File: config.mk
export PLATFORM = sky130hd
export DESIGN_NAME = serial_out_and_pin_config
export DESIGN_NICKNAME = d
export VERILOG_FILES = /design/src/hdl/pin_cfg_pkg.sv /design/src/hdl/pin_sync_if.sv /design/src/hdl/pin_sync.sv /design/src/hdl/serial_out_and_pin_config.sv
export SDC_FILE = /design/constraint.sdc
export NUM_CORES = 1
export LEC_CHECK = 0
export BUFFER_PORTS_ARGS = -buffer_cell sky130_fd_sc_hd__buf_2
export CAP_MARGIN = 20
export CORE_ASPECT_RATIO = 0.75
export CORE_MARGIN = 2
export CORE_UTILIZATION = 63
export CTS_BUF_LIST = sky130_fd_sc_hd__clkbuf_4 sky130_fd_sc_hd__clkbuf_8
export CTS_CLUSTER_SIZE = 16
export DETAILED_ROUTE_END_ITERATION = 8
export GPL_TIMING_DRIVEN = 0
export HOLD_SLACK_MARGIN = 0.15
export PLACE_DENSITY = 0.88
export SLEW_MARGIN = 20
export SYNTH_ARGS = -nofsm -noshare
export SYNTH_HDL_FRONTEND = slang
export SYNTH_SLANG_ARGS = --single-unit
File: constraint.sdc
create_clock -name mclk_i -period 2.6 [get_ports mclk_i]
set_clock_uncertainty 0.15 [all_clocks]
set_input_delay 0.26 -clock mclk_i [delete_from_list [all_inputs] [get_ports mclk_i]]
set_output_delay 0.26 -clock mclk_i [all_outputs]
set_load 0.03 [all_outputs]
File: src/hdl/pin_cfg_pkg.sv
package pin_cfg_pkg;

  // Serial frame layout: read flag, register address, register data
  localparam int             FRAME_BITS = 24;
  localparam int             RW_BIT     = 23;
  localparam int             ADDR_HI    = 22;
  localparam int             ADDR_LO    = 16;
  localparam int             DATA_W     = 16;
  localparam logic [4:0]     LAST_BIT   = 5'h17;
  localparam logic [4:0]     FIRST_BIT  = 5'h00;
  localparam logic [4:0]     BIT_STEP   = 5'h01;

  // Register offsets
  localparam logic [6:0]     SERIAL_OUT_CONTROL_ADDR    = 7'h08;
  localparam logic [6:0]     GENERAL_CONFIGURATION_ADDR = 7'h09;

  // Reset values and writable-bit masks
  localparam logic [15:0]    SERIAL_OUT_CONTROL_RESET    = 16'h0000;
  localparam logic [15:0]    GENERAL_CONFIGURATION_RESET = 16'h0014;
  localparam logic [15:0]    SERIAL_OUT_CONTROL_MASK     = 16'h0003;
  localparam logic [15:0]    GENERAL_CONFIGURATION_MASK  = 16'h0035;
  localparam logic [15:0]    UNMAPPED_READ               = 16'h0000;

  // Field positions of serial_out_control
  localparam int             OUT_DRIVER_ENABLE_BIT = 0;
  localparam int             EARLY_OUT_SHIFT_BIT   = 1;

  // Field positions of general_configuration
  localparam int             PIN_FUNCTION_SELECT_BIT  = 0;
  localparam int             REFERENCE_POWER_DOWN_BIT = 2;
  localparam int             PIN_DRIVE_TYPE_BIT       = 4;
  localparam int             PIN_POLARITY_BIT         = 5;

  // Synchronised pin indices and their idle levels
  localparam int             PIN_COUNT  = 4;
  localparam int             PIN_SCLK   = 0;
  localparam int             PIN_CS_N   = 1;
  localparam int             PIN_SDI    = 2;
  localparam int             PIN_DUAL   = 3;
  localparam logic [3:0]     PIN_IDLE   = 4'hA;

  // Frame sequencer states, gray along idle, shift, hold
  typedef enum logic [1:0] {
    FRAME_IDLE  = 2'h0,
    FRAME_SHIFT = 2'h1,
    FRAME_HOLD  = 2'h3
  } frame_state_t;

endpackage

File: src/hdl/pin_sync_if.sv
interface pin_sync_if;
  logic [pin_cfg_pkg::PIN_COUNT-1:0] level;  // Filtered pin level
  logic [pin_cfg_pkg::PIN_COUNT-1:0] rise;   // One-cycle rising edge
  logic [pin_cfg_pkg::PIN_COUNT-1:0] fall;   // One-cycle falling edge
  modport src (output level, rise, fall);
  modport dst (input level, rise, fall);
endinterface

File: src/hdl/pin_sync.sv
module pin_sync #(
  parameter int                               WIDTH      = pin_cfg_pkg::PIN_COUNT,
  parameter logic [pin_cfg_pkg::PIN_COUNT-1:0] IDLE_LEVEL = pin_cfg_pkg::PIN_IDLE
) (
  // Clock and reset
  input  wire logic             mclk_i,
  input  wire logic             resetn_i,
  // Raw pins from outside the clock domain
  input  wire logic [WIDTH-1:0] pins_i,
  // Filtered levels and edges
  pin_sync_if.src               sync
);

  logic [WIDTH-1:0] s1_q, s1_d;    // First stage, read only by the second
  logic [WIDTH-1:0] s2_q, s2_d;    // Second stage
  logic [WIDTH-1:0] s3_q, s3_d;    // Third stage
  logic [WIDTH-1:0] lvl_q, lvl_d;  // Accepted level

  // Next values of the three-stage chain
  always_comb begin
    s1_d = pins_i;
    s2_d = s1_q;
    s3_d = s2_q;
  end

  // Per pin: a change counts only once stages two and three agree
  genvar g;
  generate
    for (g = 0; g < WIDTH; g++) begin : g_pin
      // One driver per bit, so no bit of the next-level vector has two drivers
      assign lvl_d[g]     = (s2_q[g] == s3_q[g]) ? s3_q[g] : lvl_q[g];
      assign sync.rise[g] = (s2_q[g] == s3_q[g]) && s3_q[g] && !lvl_q[g];
      assign sync.fall[g] = (s2_q[g] == s3_q[g]) && !s3_q[g] && lvl_q[g];
    end
  endgenerate

  assign sync.level = lvl_q;

  // Registers start at the idle level so reset makes no false edge
  always_ff @(posedge mclk_i) begin
    if (!resetn_i) begin
      s1_q  <= IDLE_LEVEL;
      s2_q  <= IDLE_LEVEL;
      s3_q  <= IDLE_LEVEL;
      lvl_q <= IDLE_LEVEL;
    end else begin
      s1_q  <= s1_d;
      s2_q  <= s2_d;
      s3_q  <= s3_d;
      lvl_q <= lvl_d;
    end
  end

endmodule

File: src/hdl/serial_out_and_pin_config.sv
// What this block does
// RULE_01 - Serial-output control at 8h, resets 0000h
// RULE_02 - General configuration at 9h, resets 0014h
// RULE_03 - Driver enable drives SDO while select low
// RULE_04 - I2C mode never drives SDO
// RULE_05 - SDI always sampled on SCLK falling edge
// RULE_06 - Normal mode: MSB at select, shift on rise
// RULE_07 - Early mode: MSB at select, shift on fall
// RULE_08 - Early shift ignored while driver disabled
// RULE_09 - Polarity 0: data 0 low, 1 high/float
// RULE_10 - Polarity 1: output inverted
// RULE_11 - Drive type: 0 push-pull, 1 open-drain
// RULE_12 - Drive type ignored unless pin outputs
// RULE_13 - Reference power-down bit, resets to 1
// RULE_14 - Function 0: pin follows general-purpose data
// RULE_15 - Function 1: pin is active-low clear input
// RULE_16 - Reserved bits read zero, writes ignored
module serial_out_and_pin_config (
  // Clock and reset
  input  wire logic mclk_i,
  input  wire logic resetn_i,
  // Serial port pins
  input  wire logic sclk_i,
  input  wire logic cs_n_i,
  input  wire logic sdi_i,
  output logic      sdo_o,
  output logic      sdo_oe_o,
  // Interface mode strap level, high in I2C operation
  input  wire logic i2c_mode_i,
  // Dual-purpose pin
  input  wire logic dual_purpose_pin_i,
  output logic      dual_purpose_pin_o,
  output logic      dual_purpose_pin_oe_o,
  // General-purpose data value, bit 0 of its register
  input  wire logic gpio_data_i,
  // Block controls
  output logic      clear_active_o,
  output logic      reference_power_down_o
);

  pin_sync_if sync ();  // Filtered pin levels and edges

  // Pin synchroniser for clock, select, data in and dual-purpose pin
  pin_sync #(
    .WIDTH      (pin_cfg_pkg::PIN_COUNT),
    .IDLE_LEVEL (pin_cfg_pkg::PIN_IDLE)
  ) u_sync (
    .mclk_i   (mclk_i),
    .resetn_i (resetn_i),
    .pins_i   ({dual_purpose_pin_i, sdi_i, cs_n_i, sclk_i}),
    .sync     (sync.src)
  );

  pin_cfg_pkg::frame_state_t state_q, state_d;  // Frame sequencer
  logic [4:0]  cnt_q, cnt_d;                     // Bits taken in this frame
  logic [23:0] rx_q, rx_d;                       // Incoming frame
  logic [23:0] tx_q, tx_d;                       // Answer for the next frame
  logic [23:0] sh_q, sh_d;                       // Outgoing shift register
  logic [15:0] soc_q, soc_d;                     // serial_out_control
  logic [15:0] gen_q, gen_d;                     // general_configuration
  logic        pin_q, pin_d;                     // Dual pin output value
  logic        pin_oe_q, pin_oe_d;               // Dual pin output enable
  logic        clr_q, clr_d;                     // Clear request level
  logic [23:0] word;                             // Frame with the last bit
  logic [6:0]  addr;                             // Decoded address
  logic [15:0] rdata;                            // Read-back value
  logic        drv_en;                           // Driver enable bit
  logic        early;                            // Effective early shift
  logic        gpio_lvl;                         // Polarity-adjusted data

  assign drv_en = soc_q[pin_cfg_pkg::OUT_DRIVER_ENABLE_BIT];
  // Early shift means nothing while the driver is off
  assign early  = drv_en && soc_q[pin_cfg_pkg::EARLY_OUT_SHIFT_BIT];  // RULE_08
  assign word   = {rx_q[22:0], sync.level[pin_cfg_pkg::PIN_SDI]};
  assign addr   = word[pin_cfg_pkg::ADDR_HI:pin_cfg_pkg::ADDR_LO];

  // Read mux; unmapped offsets answer zero
  always_comb begin
    unique case (addr)
      pin_cfg_pkg::SERIAL_OUT_CONTROL_ADDR:    rdata = soc_q;  // RULE_01
      pin_cfg_pkg::GENERAL_CONFIGURATION_ADDR: rdata = gen_q;  // RULE_02
      default:                                 rdata = pin_cfg_pkg::UNMAPPED_READ;
    endcase
  end

  // Frame sequencer and register writes
  always_comb begin
    state_d = state_q;
    cnt_d   = cnt_q;
    rx_d    = rx_q;
    tx_d    = tx_q;
    sh_d    = sh_q;
    soc_d   = soc_q;
    gen_d   = gen_q;
    unique case (state_q)
      pin_cfg_pkg::FRAME_IDLE: begin
        // Frames are ignored in I2C operation
        if (sync.fall[pin_cfg_pkg::PIN_CS_N] && !i2c_mode_i) begin
          state_d = pin_cfg_pkg::FRAME_SHIFT;
          cnt_d   = pin_cfg_pkg::FIRST_BIT;
          sh_d    = tx_q;  // MSB stands from select fall RULE_06 RULE_07
        end
      end
      pin_cfg_pkg::FRAME_SHIFT: begin
        // Data in is taken on the falling clock edge only
        if (sync.fall[pin_cfg_pkg::PIN_SCLK]) begin
          rx_d  = word;  // RULE_05
          cnt_d = cnt_q + pin_cfg_pkg::BIT_STEP;
          if (cnt_q == pin_cfg_pkg::LAST_BIT) begin
            state_d = pin_cfg_pkg::FRAME_HOLD;
            if (word[pin_cfg_pkg::RW_BIT]) begin
              tx_d = {word[pin_cfg_pkg::RW_BIT:pin_cfg_pkg::ADDR_LO], rdata};
            end else if (addr == pin_cfg_pkg::SERIAL_OUT_CONTROL_ADDR) begin
              soc_d = word[15:0] & pin_cfg_pkg::SERIAL_OUT_CONTROL_MASK;  // RULE_16
            end else if (addr == pin_cfg_pkg::GENERAL_CONFIGURATION_ADDR) begin
              gen_d = word[15:0] & pin_cfg_pkg::GENERAL_CONFIGURATION_MASK;  // RULE_16
            end
          end
        end
        // Early mode moves on the sampling edge itself
        if (early && sync.fall[pin_cfg_pkg::PIN_SCLK]) begin
          sh_d = {sh_q[22:0], 1'b0};  // RULE_07
        end
        // Normal mode waits for the first sample so the MSB is not lost
        if (!early && sync.rise[pin_cfg_pkg::PIN_SCLK] &&
            cnt_q != pin_cfg_pkg::FIRST_BIT) begin
          sh_d = {sh_q[22:0], 1'b0};  // RULE_06
        end
      end
      pin_cfg_pkg::FRAME_HOLD: begin
        // Extra clocks after a full frame are ignored
        cnt_d = cnt_q;
      end
      default: begin
        state_d = pin_cfg_pkg::FRAME_IDLE;
      end
    endcase
    // Select rising ends any frame; a short one is dropped
    if (sync.rise[pin_cfg_pkg::PIN_CS_N]) begin
      state_d = pin_cfg_pkg::FRAME_IDLE;
    end
  end

  // Registered frame and configuration state
  always_ff @(posedge mclk_i) begin
    if (!resetn_i) begin
      state_q <= pin_cfg_pkg::FRAME_IDLE;
      cnt_q   <= pin_cfg_pkg::FIRST_BIT;
      rx_q    <= '0;
      tx_q    <= '0;
      sh_q    <= '0;
      soc_q   <= pin_cfg_pkg::SERIAL_OUT_CONTROL_RESET;     // RULE_01
      gen_q   <= pin_cfg_pkg::GENERAL_CONFIGURATION_RESET;  // RULE_02 RULE_13
    end else begin
      state_q <= state_d;
      cnt_q   <= cnt_d;
      rx_q    <= rx_d;
      tx_q    <= tx_d;
      sh_q    <= sh_d;
      soc_q   <= soc_d;
      gen_q   <= gen_d;
    end
  end

  // Driver only while enabled, select low and not in I2C operation
  assign sdo_o    = sh_q[23];
  assign sdo_oe_o = drv_en && !i2c_mode_i &&
                    !sync.level[pin_cfg_pkg::PIN_CS_N];  // RULE_03 RULE_04

  // Dual-purpose pin next values
  always_comb begin
    gpio_lvl = gpio_data_i ^ gen_q[pin_cfg_pkg::PIN_POLARITY_BIT];  // RULE_09 RULE_10
    clr_d    = 1'b0;
    if (gen_q[pin_cfg_pkg::PIN_FUNCTION_SELECT_BIT]) begin
      // Clear input: never driven, drive type has no effect
      pin_d    = 1'b0;  // RULE_12
      pin_oe_d = 1'b0;
      clr_d    = !sync.level[pin_cfg_pkg::PIN_DUAL];  // RULE_15
    end else if (gen_q[pin_cfg_pkg::PIN_DRIVE_TYPE_BIT]) begin
      // Open-drain: pull low or release
      pin_d    = 1'b0;  // RULE_11
      pin_oe_d = !gpio_lvl;
    end else begin
      // Push-pull from the general-purpose data
      pin_d    = gpio_lvl;  // RULE_14
      pin_oe_d = 1'b1;
    end
  end

  // Pin outputs come from flops; reset releases the pin
  always_ff @(posedge mclk_i) begin
    if (!resetn_i) begin
      pin_q    <= 1'b0;
      pin_oe_q <= 1'b0;
      clr_q    <= 1'b0;
    end else begin
      pin_q    <= pin_d;
      pin_oe_q <= pin_oe_d;
      clr_q    <= clr_d;
    end
  end

  assign dual_purpose_pin_o     = pin_q;
  assign dual_purpose_pin_oe_o  = pin_oe_q;
  assign clear_active_o         = clr_q;
  assign reference_power_down_o = gen_q[pin_cfg_pkg::REFERENCE_POWER_DOWN_BIT];  // RULE_13
endmodule

Word level (Yosys, flattened, before mapping)
Cells that the tools add are included.

Multiplexer cells: 13. Bitwise logic cells: 5. Shift operators: 0. Equality and inequality tests: 13. Div/mod/pow operators: 0. $lt $le $gt $ge: 0. Multipliers: 0. $add $sub $neg: 1. Reductions and logical operators: 37.

Operators by type and width (number): $mux 24 (3); $pmux 24 s2 (1); $logic_and 1x1->1 (15); $eq 7x4->1 const B (2); $pmux 6 s2 (1); $mux 5 (2); $pmux 5 s2 (1); $logic_not 1->1 (8); $reduce_and 4->1 (2); $mux 2 (3); $ne 2x2->1 const B (3); $pmux 2 s3 (1); $reduce_and 3->1 (2); $reduce_and 6->1 (1); $add 5x1->5 const B (1); $eq 5x5->1 const B (1); $reduce_and 5->1 (1); $reduce_bool 5->1 (1); $eq 1x1->1 (4); $not 1->1 (4); $reduce_and 2->1 (2); $reduce_or 2->1 (2); $ne 3x3->1 const B (1); $reduce_or 3->1 (1); other kinds (6) (6).

Register bits: 103. Memories: 0. Input port bits: 8. Bits in read-only memories: 0. Word-level logic and storage cells: 86. RAM bits: 0. Bits in latches: 0. Output and inout bits: 6.

Longest topological paths before layout
Gate-level depths: netlist (run 1).

Depth after elaboration: 7. Depth in mapped cells: 8. Depth with buffers taken out: 6.

Hierarchy
Synthesis (run 1) repeated with hierarchy kept, for this count alone.

Cells, all modules: 432. Area total of the unflattened synthesis: 3824.9 um^2.

By module, submodules not included: serial_out_and_pin_config (area each 3189.3 um^2, sequential area each 1521.5 um^2, times used 1, cells an instance 371); pin_sync (area each 635.6 um^2, sequential area each 320.3 um^2, times used 1, cells an instance 61).

Worst setup path after synthesis (run 1)
Ideal clock, no wire load.

Path type: register to register. From: reg cnt_q[0]. To: reg sh_q[0]. Buffers on the path: 2. Setup slack: 0.535 ns. Required time: 2.378 ns. Library setup time: 0.072 ns. Period minus slack after synthesis: 2.065 ns. Arrival time: 1.843 ns. Stages on the path, launching flop included: 9. Cells stage by stage: dfxtp_1 > inv_1 > ha_1 > nor4b_2 > o311ai_1 > and2_1 > clkbuf_1 > buf_2 > mux2i_1.

Cells in the longest elaborated chain, start to end: 4. Elaborated cells between the ends (all ways): 6. Classes of those cells: 1 x eq/ne; 2 x mux; 3 x reduce/logical.

Ends and longest elaborated chain: start, declared (RTL line serial_out_and_pin_config.sv:55) `logic [4:0] cnt_q, cnt_d;`; start signal, assigned (RTL line serial_out_and_pin_config.sv:148) `cnt_q <= pin_cfg_pkg::FIRST_BIT;`; start signal, assigned (RTL line serial_out_and_pin_config.sv:156) `cnt_q <= cnt_d;`; $reduce_bool 5->1 (*) (RTL line serial_out_and_pin_config.sv:126) `cnt_q != pin_cfg_pkg::FIRST_BIT) begin`; $logic_and 1x1->1 (*) (RTL line serial_out_and_pin_config.sv:125) `if (!early && sync.rise[pin_cfg_pkg::PIN_SCLK] &&`; $ne 3x3->1 (no line) or $mux 24 (tied branches); $reduce_and 3->1 (no line) or $pmux 24 s2 (tied branches); end signal, assigned (RTL line serial_out_and_pin_config.sv:151) `sh_q <= '0;`; end signal, assigned (RTL line serial_out_and_pin_config.sv:159) `sh_q <= sh_d;`; end, declared (RTL line serial_out_and_pin_config.sv:58) `logic [23:0] sh_q, sh_d;`.

Mark *: on every way between the ends. The rest lies on a longest branch, timed or not. A chain may end at the register's enable or synchronous reset.

Worst setup path in the final report (run 1)
From: reg u_sync.s3_q[0]. To: reg gen_q[0].

Cells in the longest elaborated chain, start to end: 4. Elaborated cells between the ends (all ways): 5. Classes of those cells: 1 x eq/ne; 4 x reduce/logical.

Ends and longest elaborated chain: start, declared (RTL line pin_sync.sv:16) `logic [WIDTH-1:0] s3_q, s3_d;`; start signal, assigned (RTL line pin_sync.sv:44) `s3_q <= IDLE_LEVEL;`; start signal, assigned (RTL line pin_sync.sv:49) `s3_q <= s3_d;`; $eq 1x1->1 or $logic_not 1->1 (tied branches) (RTL line pin_sync.sv:33) `assign sync.fall[g] = (s2_q[g] == s3_q[g]) && !s3_q[g] && lvl_q[g];`; $logic_and 1x1->1 (*) (2 in a row) (RTL line pin_sync.sv:33); $reduce_and 6->1 (no line) (*); end signal, assigned (RTL line serial_out_and_pin_config.sv:153) `gen_q <= pin_cfg_pkg::GENERAL_CONFIGURATION_RESET;`; end signal, assigned (RTL line serial_out_and_pin_config.sv:161) `gen_q <= gen_d;`; end, declared (RTL line serial_out_and_pin_config.sv:60) `logic [15:0] gen_q, gen_d;`.

Marked as above.

==> impl_metrics.tcl, run 1 <==
set metrics [dict create \
    p_switching_uw 532 \
    vias_per_cell 5.81 \
    globalplace.congestion 0.879 \
    portBuffers 13 \
    dieArea_mm2 0.00628 \
    power_frac_comb_pct 2.9 \
    setup_violations 0 \
    synthCells 410 \
    synth_ff_type "dfxtp_1" \
    pwr-share-clk_pct 38.4 \
    maxCapViolCount 0 \
    synth.distinct_cells 41 \
    fin_util_pct 73.8 \
    cts_root_buffer "clkbuf_8" \
    grt_pass1_wl_um 13300 \
    p_int_uw 1890 \
    num-nets-final 454 \
    synth-seq-area-share_pct 51.6 \
    num_rows 23 \
    diodes 0 \
    syn-num-nets 424 \
    chipWidth_um 90.9 \
    insertion_delay_ns 0.36 \
    placedInstanceArea_mm2 0.00372 \
    core_area_mm2 0.00541 \
    slew_violations 0 \
    switching_share_pct 21.9 \
    cts_tree "done" \
    io_pins 14 \
    worstMarginPinSlew_ns 0.578 \
    cts.sinks 92 \
    clockBufferDepth 2 \
    cp.required_ns 2.74 \
    dp_hpwl_um 5590 \
    p_leak_uw 0.00132 \
    arrival_ns 2.59 \
    cts_made_buffers 9 \
    power_density_mw_per_mm2 608 \
    min_period_over_period_pct 94.1 \
    slew_headroom_pct 61.5 \
    clock.fmax_ghz 0.409 \
    async_flop_share_pct 0 \
    critPathLaunchType "flip-flop" \
    drive_gt1_share_pct 9.21 \
    fillers 411 \
    hold_viol 0 \
    netlist_area_mm2 0.00357 \
    dr.pass1.iters 5 \
    min_path_type "primary input to flip-flop" \
    wirelength_um 7880 \
    die_y_um 69.2 \
    ys_seq_elements 92 \
    postRouteAntennaNets 0 \
    avgSynthCellArea_um2 8.70 \
    drt_iter0_markers 324 \
    vias 3022 \
    ir_drop_mv 0.415 \
    crit_type "flip-flop to flip-flop" \
    rsz0062_at_grt "no" \
    first_global_vias 2894 \
    grt_max_degree 15 \
    status "completed" \
    area_growth_pct 11.9 \
    crit_fanout 10 \
    yosys_warnings 0 \
    wl_per_cell_um 15.2 \
    grt_usage_pct 26.9 \
    antenna_found_initial 0 \
    crit_path_end_kind "flip-flop" \
    cts_setup_buffers 0 \
    htreeDepth 3 \
    stdcell_area_mm2 0.00399 \
    whs_ns 0.259 \
    fin_tns_setup_ns 0 \
    drc 0 \
    seqPwrFrac_pct 58.7 \
    initial_core_util_pct 65.9 \
    synth_edf_count 0 \
    overflow 0 \
    clk_pin_slew_ns 0.08 \
    period_minus_slack_ns 2.45 \
]
[synth_stat cells (2+ instances only)]
cell type	n	share of area, %
nand2_1	97	10
dfxtp_1	92	52
a21oi_1	43	6.0
clkbuf_1	24	2.5
o21ai_0	21	2.9
nand3_1	18	2.5
o22ai_1	11	1.9
a311oi_1	9	2.2
inv_1	9	0.95
nand2b_1	9	1.6
and2_1	8	1.4
mux2i_1	7	2.0
ha_1	6	2.1
nor2_1	6	0.63
nand4_1	5	0.88
nor3_1	5	0.70
a31oi_1	4	0.70
buf_2	4	0.56
nor3b_1	3	0.63
a211oi_1	2	0.42
and4b_1	2	0.56
mux2_2	2	0.63
nand4b_1	2	0.49
nor2b_1	2	0.35
nor4_1	2	0.35
o31ai_1	2	0.42
[routing by layer]
metal,GRT usage (%),share of wire (%),up-vias,wire (um)
li1,-,-,1481,-
met1,36.4,45,1414,3510
met2,40.0,45,107,3560
met3,8.63,8.3,20,656
met4,11.4,2.0,0,158
met5,0,0,-,0
[layout by cell type (no fill, tap or decap), types with 2 or more instances in the layout]
master,synthesis,final
nand2_1,97,97
dfxtp_1,92,92
a21oi_1,43,43
clkbuf_1,24,24
o21ai_0,21,21
nand3_1,18,18
buf_2,4,17
clkbuf_8,0,13
o22ai_1,11,11
inv_1,9,9
nand2b_1,9,9
a311oi_1,9,9
and2_1,8,8
mux2i_1,7,7
nor2_1,6,6
ha_1,6,6
dlygate4sd3_1,0,6
nor3_1,5,5
nand4_1,5,5
a31oi_1,4,4
nor3b_1,3,3
and4b_1,2,2
nand4b_1,2,2
o31ai_1,2,2
nor2b_1,2,2
a211oi_1,2,2
mux2_2,2,2
nor4_1,2,2
clkinv_2,0,2
[worst paths after layout]
check                 start             end  slack [ns]  cells after the start
min reg2reg  u_sync.s1_q[1]  u_sync.s2_q[1]        0.27                      1
max          u_sync.s3_q[0]        gen_q[0]        0.15                      7
max reg2reg  u_sync.s3_q[0]        gen_q[0]        0.15                      7
min              i2c_mode_i      state_q[0]        0.26                      4
[power by group through the flow]
stage | sequential (uW) | combinational (uW) | clock (uW)
global route | 1430 | 78.1 | 994
floorplan | 1460 | 38.7 | 0
CTS | 1420 | 70.0 | 938
detailed placement | 1460 | 63.2 | 0
global placement | 1460 | 61.1 | 0
finish | 1420 | 71.1 | 931
[critical path, stage by stage (launching register included)]
cell and delay [ns]:
dfxtp_1 0.33, inv_1 0.06, ha_1 0.23, and4b_1 0.25
clkbuf_1 0.41, nand2_1 0.29, nor4b_4 0.42, mux2i_1 0.23
[sequential cells by signal, summed over array words and instances, names as in the netlist]
signal / count
clear_active_o: 1
u_sync.s3_q: 4
sh_q: 24
dual_purpose_pin_oe_o: 1
gen_q: 4
state_q: 2
rx_q: 23
u_sync.s2_q: 4
tx_q: 13
u_sync.s1_q: 4
soc_q: 2
cnt_q: 5
u_sync.sync.level: 4
dual_purpose_pin_o: 1
[final cells by class]
class | count | area (um2) | share of cell area (%)
plain buffers | 28 | 110 | 2.76
clock buffers | 13 | 179 | 4.48
clock inverters | 3 | 18.8 | 0.470
inverters | 10 | 37.5 | 0.941
multi-input cells | 280 | 1580 | 39.7
flip-flops and latches | 92 | 1840 | 46.2
well taps | 75 | 93.8 | 2.35
repair buffers | 19 | 125 | 3.14
[per-stage QoR]
stage                     power, uW  setup slack [ns]  std cells
after floorplan                1500             0.535        410
after global placement         1520             0.265        498
after detailed placement       1520             0.186        498
after CTS                      2430             0.177        520
after global routing           2500            0.0427        520
final                          2430             0.154        520
[cells by family (layout without fill, tap and decap cells)]
| kind of cell | count (synthesis) | in the layout | share of synthesized area, % |
|---|---|---|---|
| AOI/OAI and AO/OA | 96 | 96 | 15.6 |
| and+or+nand+nor | 168 | 168 | 23.7 |
| DFF | 92 | 92 | 51.6 |
| xor gates and xnor gates | 1 | 1 | 0.246 |
| adders and majority gates | 6 | 6 | 2.11 |
| buffers and inverters | 38 | 73 | 4.14 |
| muxes | 9 | 9 | 2.60 |
[timing repair]
item	in CTS	in global routing
endpoints found under the hold margin	9	0
setup endpoints to repair	0	7
hold buffers	6	0
resized for setup	0	1
No activity file was read; power rests on OpenSTA's default activity.
==> inputs of run 2 (changes only) <==
Settings changed: ABC_AREA set to 1, CORE_UTILIZATION 63 to 64, CTS_CLUSTER_DIAMETER set to 80, PLACE_DENSITY 0.88 to 0.89.
==> impl_metrics.tcl, run 2 <==
set metrics [dict create \
    vias_per_cell 5.44 \
    hold_start "i2c_mode_i" \
    postRouteAntennaNets 0 \
    chipWidth_um 94.6 \
    rsz0062_at_grt "no" \
    grt_usage_pct 28.4 \
    antenna_found_initial 0 \
    pwr-share-clk_pct 40.8 \
    fin_tns_setup_ns 0 \
    io_pins 14 \
    synth_area_leader_cell "dfxtp_1" \
    ctsResizeCount 0 \
    avgSynthCellArea_um2 7.30 \
    worstMarginPinSlew_ns 0.527 \
    min_period_over_period_pct 78.5 \
    fin_cells 649 \
    holdPathEnd "state_q[0]" \
    path_cells "inv_1 -> ha_1 -> nand2_1 -> inv_1 -> nand2_2 -> clkbuf_1 -> nor2_1 -> nor2_1" \
    synth.area.mux_share_pct 0 \
    maxCapViolCount 0 \
    first_global_vias 3393 \
    portBuffers 13 \
    syn-num-nets 553 \
    synth_edf_count 0 \
    path_buf_inv 3 \
    fillers 437 \
    rr_worst_depth 8 \
    core_area_mm2 0.00589 \
    final_cell_mix "nand2_1, nor2_1, dfxtp_1" \
    crit_path_end_kind "flip-flop" \
    grt_pass1_wl_um 15200 \
    netlist_area_mm2 0.00394 \
    power_density_mw_per_mm2 586 \
    layout_commonest_cell "nand2_1" \
    die_y_um 71.9 \
    synthTopCellsByCount "nand2_1, nor2_1, dfxtp_1" \
    insertion_delay_ns 0.37 \
    ir_drop_mv 0.434 \
    htreeDepth 3 \
    async_flop_share_pct 0 \
    num-nets-final 582 \
    max_stage_delay_ns 0.38 \
    crit_type "flip-flop to flip-flop" \
    cts_root_buffer "clkbuf_8" \
    synth_compound_area_share_pct 10.1 \
    placedInstanceArea_mm2 0.00410 \
    slew_violations 0 \
    reg2reg_slack_ns 0.56 \
    switching_share_pct 21.4 \
    power_frac_comb_pct 3.3 \
    top_register "sh_q" \
    arrival_ns 2.18 \
    synth_area_leaders "dfxtp_1, nand2_1, nor2_1" \
    largest_reg_flops 24 \
    synth-seq-area-share_pct 46.8 \
    grt_max_degree 15 \
    hold_viol 0 \
    area_growth_pct 10.8 \
    wl_per_cell_um 13.5 \
    cts_tree "done" \
    dr.pass1.iters 5 \
    drc 0 \
    p_leak_uw 0.00198 \
    synthSimpleGateAreaFrac_pct 32.6 \
    clock.fmax_ghz 0.490 \
    ctsHoldBuffers 5 \
    synth_xor_area_share_pct 0.223 \
    cts.sinks 92 \
    drive_gt1_share_pct 10.5 \
    slew_headroom_pct 64.8 \
    period_minus_slack_ns 2.04 \
    ys_seq_elements 92 \
    drt_iter0_markers 307 \
    num_rows 24 \
    r2r_end "rx_q[3]" \
    overflow 0 \
    crit_fanout 10 \
    timing.rr.start "u_sync.s2_q[0]" \
    synth_top_family_by_area "simple AND/OR/NAND/NOR gates" \
    synth_ff_type "dfxtp_1" \
    clk_pin_slew_ns 0.09 \
    cts_setup_buffers 0 \
    synth.distinct_cells 30 \
    initial_core_util_pct 66.9 \
    critPathLaunchType "flip-flop" \
    cp.required_ns 2.74 \
    cpMaxStageDelayCell "dfxtp_1" \
    yosysMostFrequentCell "nand2_1" \
    vias 3532 \
    synthCells 539 \
    p_switching_uw 546 \
    dieArea_mm2 0.00680 \
    status "completed" \
    wirelength_um 8740 \
    setup_violations 0 \
    min_path_type "primary input to flip-flop" \
    p_int_uw 2010 \
    cts_made_buffers 9 \
    stdcell_area_mm2 0.00436 \
    critPathTopFamily "simple AND/OR/NAND/NOR gates" \
    hold_depth 4 \
    synth-adder-area-share_pct 1.91 \
    dp_hpwl_um 5960 \
    yosysTopAreaCellShare_pct 46.8 \
    top_regs "sh_q: 24 flops, rx_q: 23 flops, tx_q: 13 flops" \
    clockBufferDepth 2 \
    yosys_warnings 0 \
    dp.cells 630 \
    diodes 0 \
    seqPwrFrac_pct 55.9 \
    globalplace.congestion 0.916 \
]
[run 2: cell count changes in the layout (fill, tap and decap cells not counted), sizes merged, moves of 5 or more]
cell,change
a21oi,-12
a311oi,-9
and2,-8
buf,+10
clkbuf,-15
inv,+40
mux2i,-7
nand2,+32
nand2b,-9
nand3b,+11
nor2,+104
o21ai,+23
o22ai,-11
or2,+5
[run 2: worst reg2reg max path: cells and delay by family, from the launching register on]
| kind | cells | cell delay [ns] |
|---|---|---|
| AND/OR/NAND/NOR | 4 | 0.66 |
| buffers and inverters | 3 | 0.60 |
| flip-flops | 1 | 0.38 |
| adder cells (fa/ha/maj) | 1 | 0.18 |
[run 2: layout make-up]
class / count / area (um2) / area share, %
flip-flops and latches: 92 / 1840 / 42.2
plain buffers: 26 / 148 / 3.38
inverters: 49 / 184 / 4.22
clock buffers: 10 / 138 / 3.16
clock inverters: 4 / 75.1 / 1.72
repair buffers: 18 / 115 / 2.64
well taps: 78 / 97.6 / 2.24
multi-input cells: 372 / 1760 / 40.4
[run 2: stage by stage]
step           hold slack (ns)  power (uW)  setup slack (ns)  utilization, %
6_report                 0.165        2550             0.559            74.1
5_1_grt                  0.176        2630             0.435            74.1
4_1_cts                  0.151        2570             0.570            74.1
3_5_place_dp             0.249        1540             0.661            69.6
3_3_place_gp             0.243        1530             0.741            69.6
2_1_floorplan            0.208        1510             0.910               -
[run 2: layer usage]
metal  part of all wire, %  track usage, %  vias to the layer above  routed length (um)
li1                      -               -                     1748                   -
met4                   2.2            8.70                        0                 188
met1                    45            37.0                     1641                3960
met5                     0               0                        -                   0
met3                   5.9            6.54                       21                 518
met2                    47            47.5                      122                4080
[run 2: kinds of logic after synthesis]
group                    count (synthesis)
AND/OR/NAND/NOR                        287
flip-flops                              92
AO/OA/AOI/OAI                           78
buffers and inverters                   75
adder cells (fa/ha/maj)                  6
XOR/XNOR                                 1
[run 2: how the worst max path moves through the flow]
stage / to / slack, ns / start / cells after the start
3_3_place_gp: tx_q[4] / 0.74 / u_sync.s2_q[0] / 10
2_1_floorplan: sh_q[23] / 0.91 / u_sync.s3_q[0] / 9
4_1_cts: rx_q[3] / 0.57 / u_sync.s2_q[0] / 8
5_1_grt: rx_q[3] / 0.43 / u_sync.s2_q[0] / 8
3_5_place_dp: tx_q[5] / 0.66 / u_sync.s2_q[0] / 10
6_report: rx_q[3] / 0.56 / u_sync.s2_q[0] / 8
[run 2: power groups by stage]
| stage | Sequential [uW] | Clock, uW | Combinational, uW |
|---|---|---|---|
| after floorplan | 1460 | 0 | 51.1 |
| after global placement | 1460 | 0 | 73.4 |
| after detailed placement | 1460 | 0 | 77.9 |
| after CTS | 1430 | 1050 | 84.4 |
| after global routing | 1430 | 1100 | 96.3 |
| final | 1430 | 1040 | 85.2 |
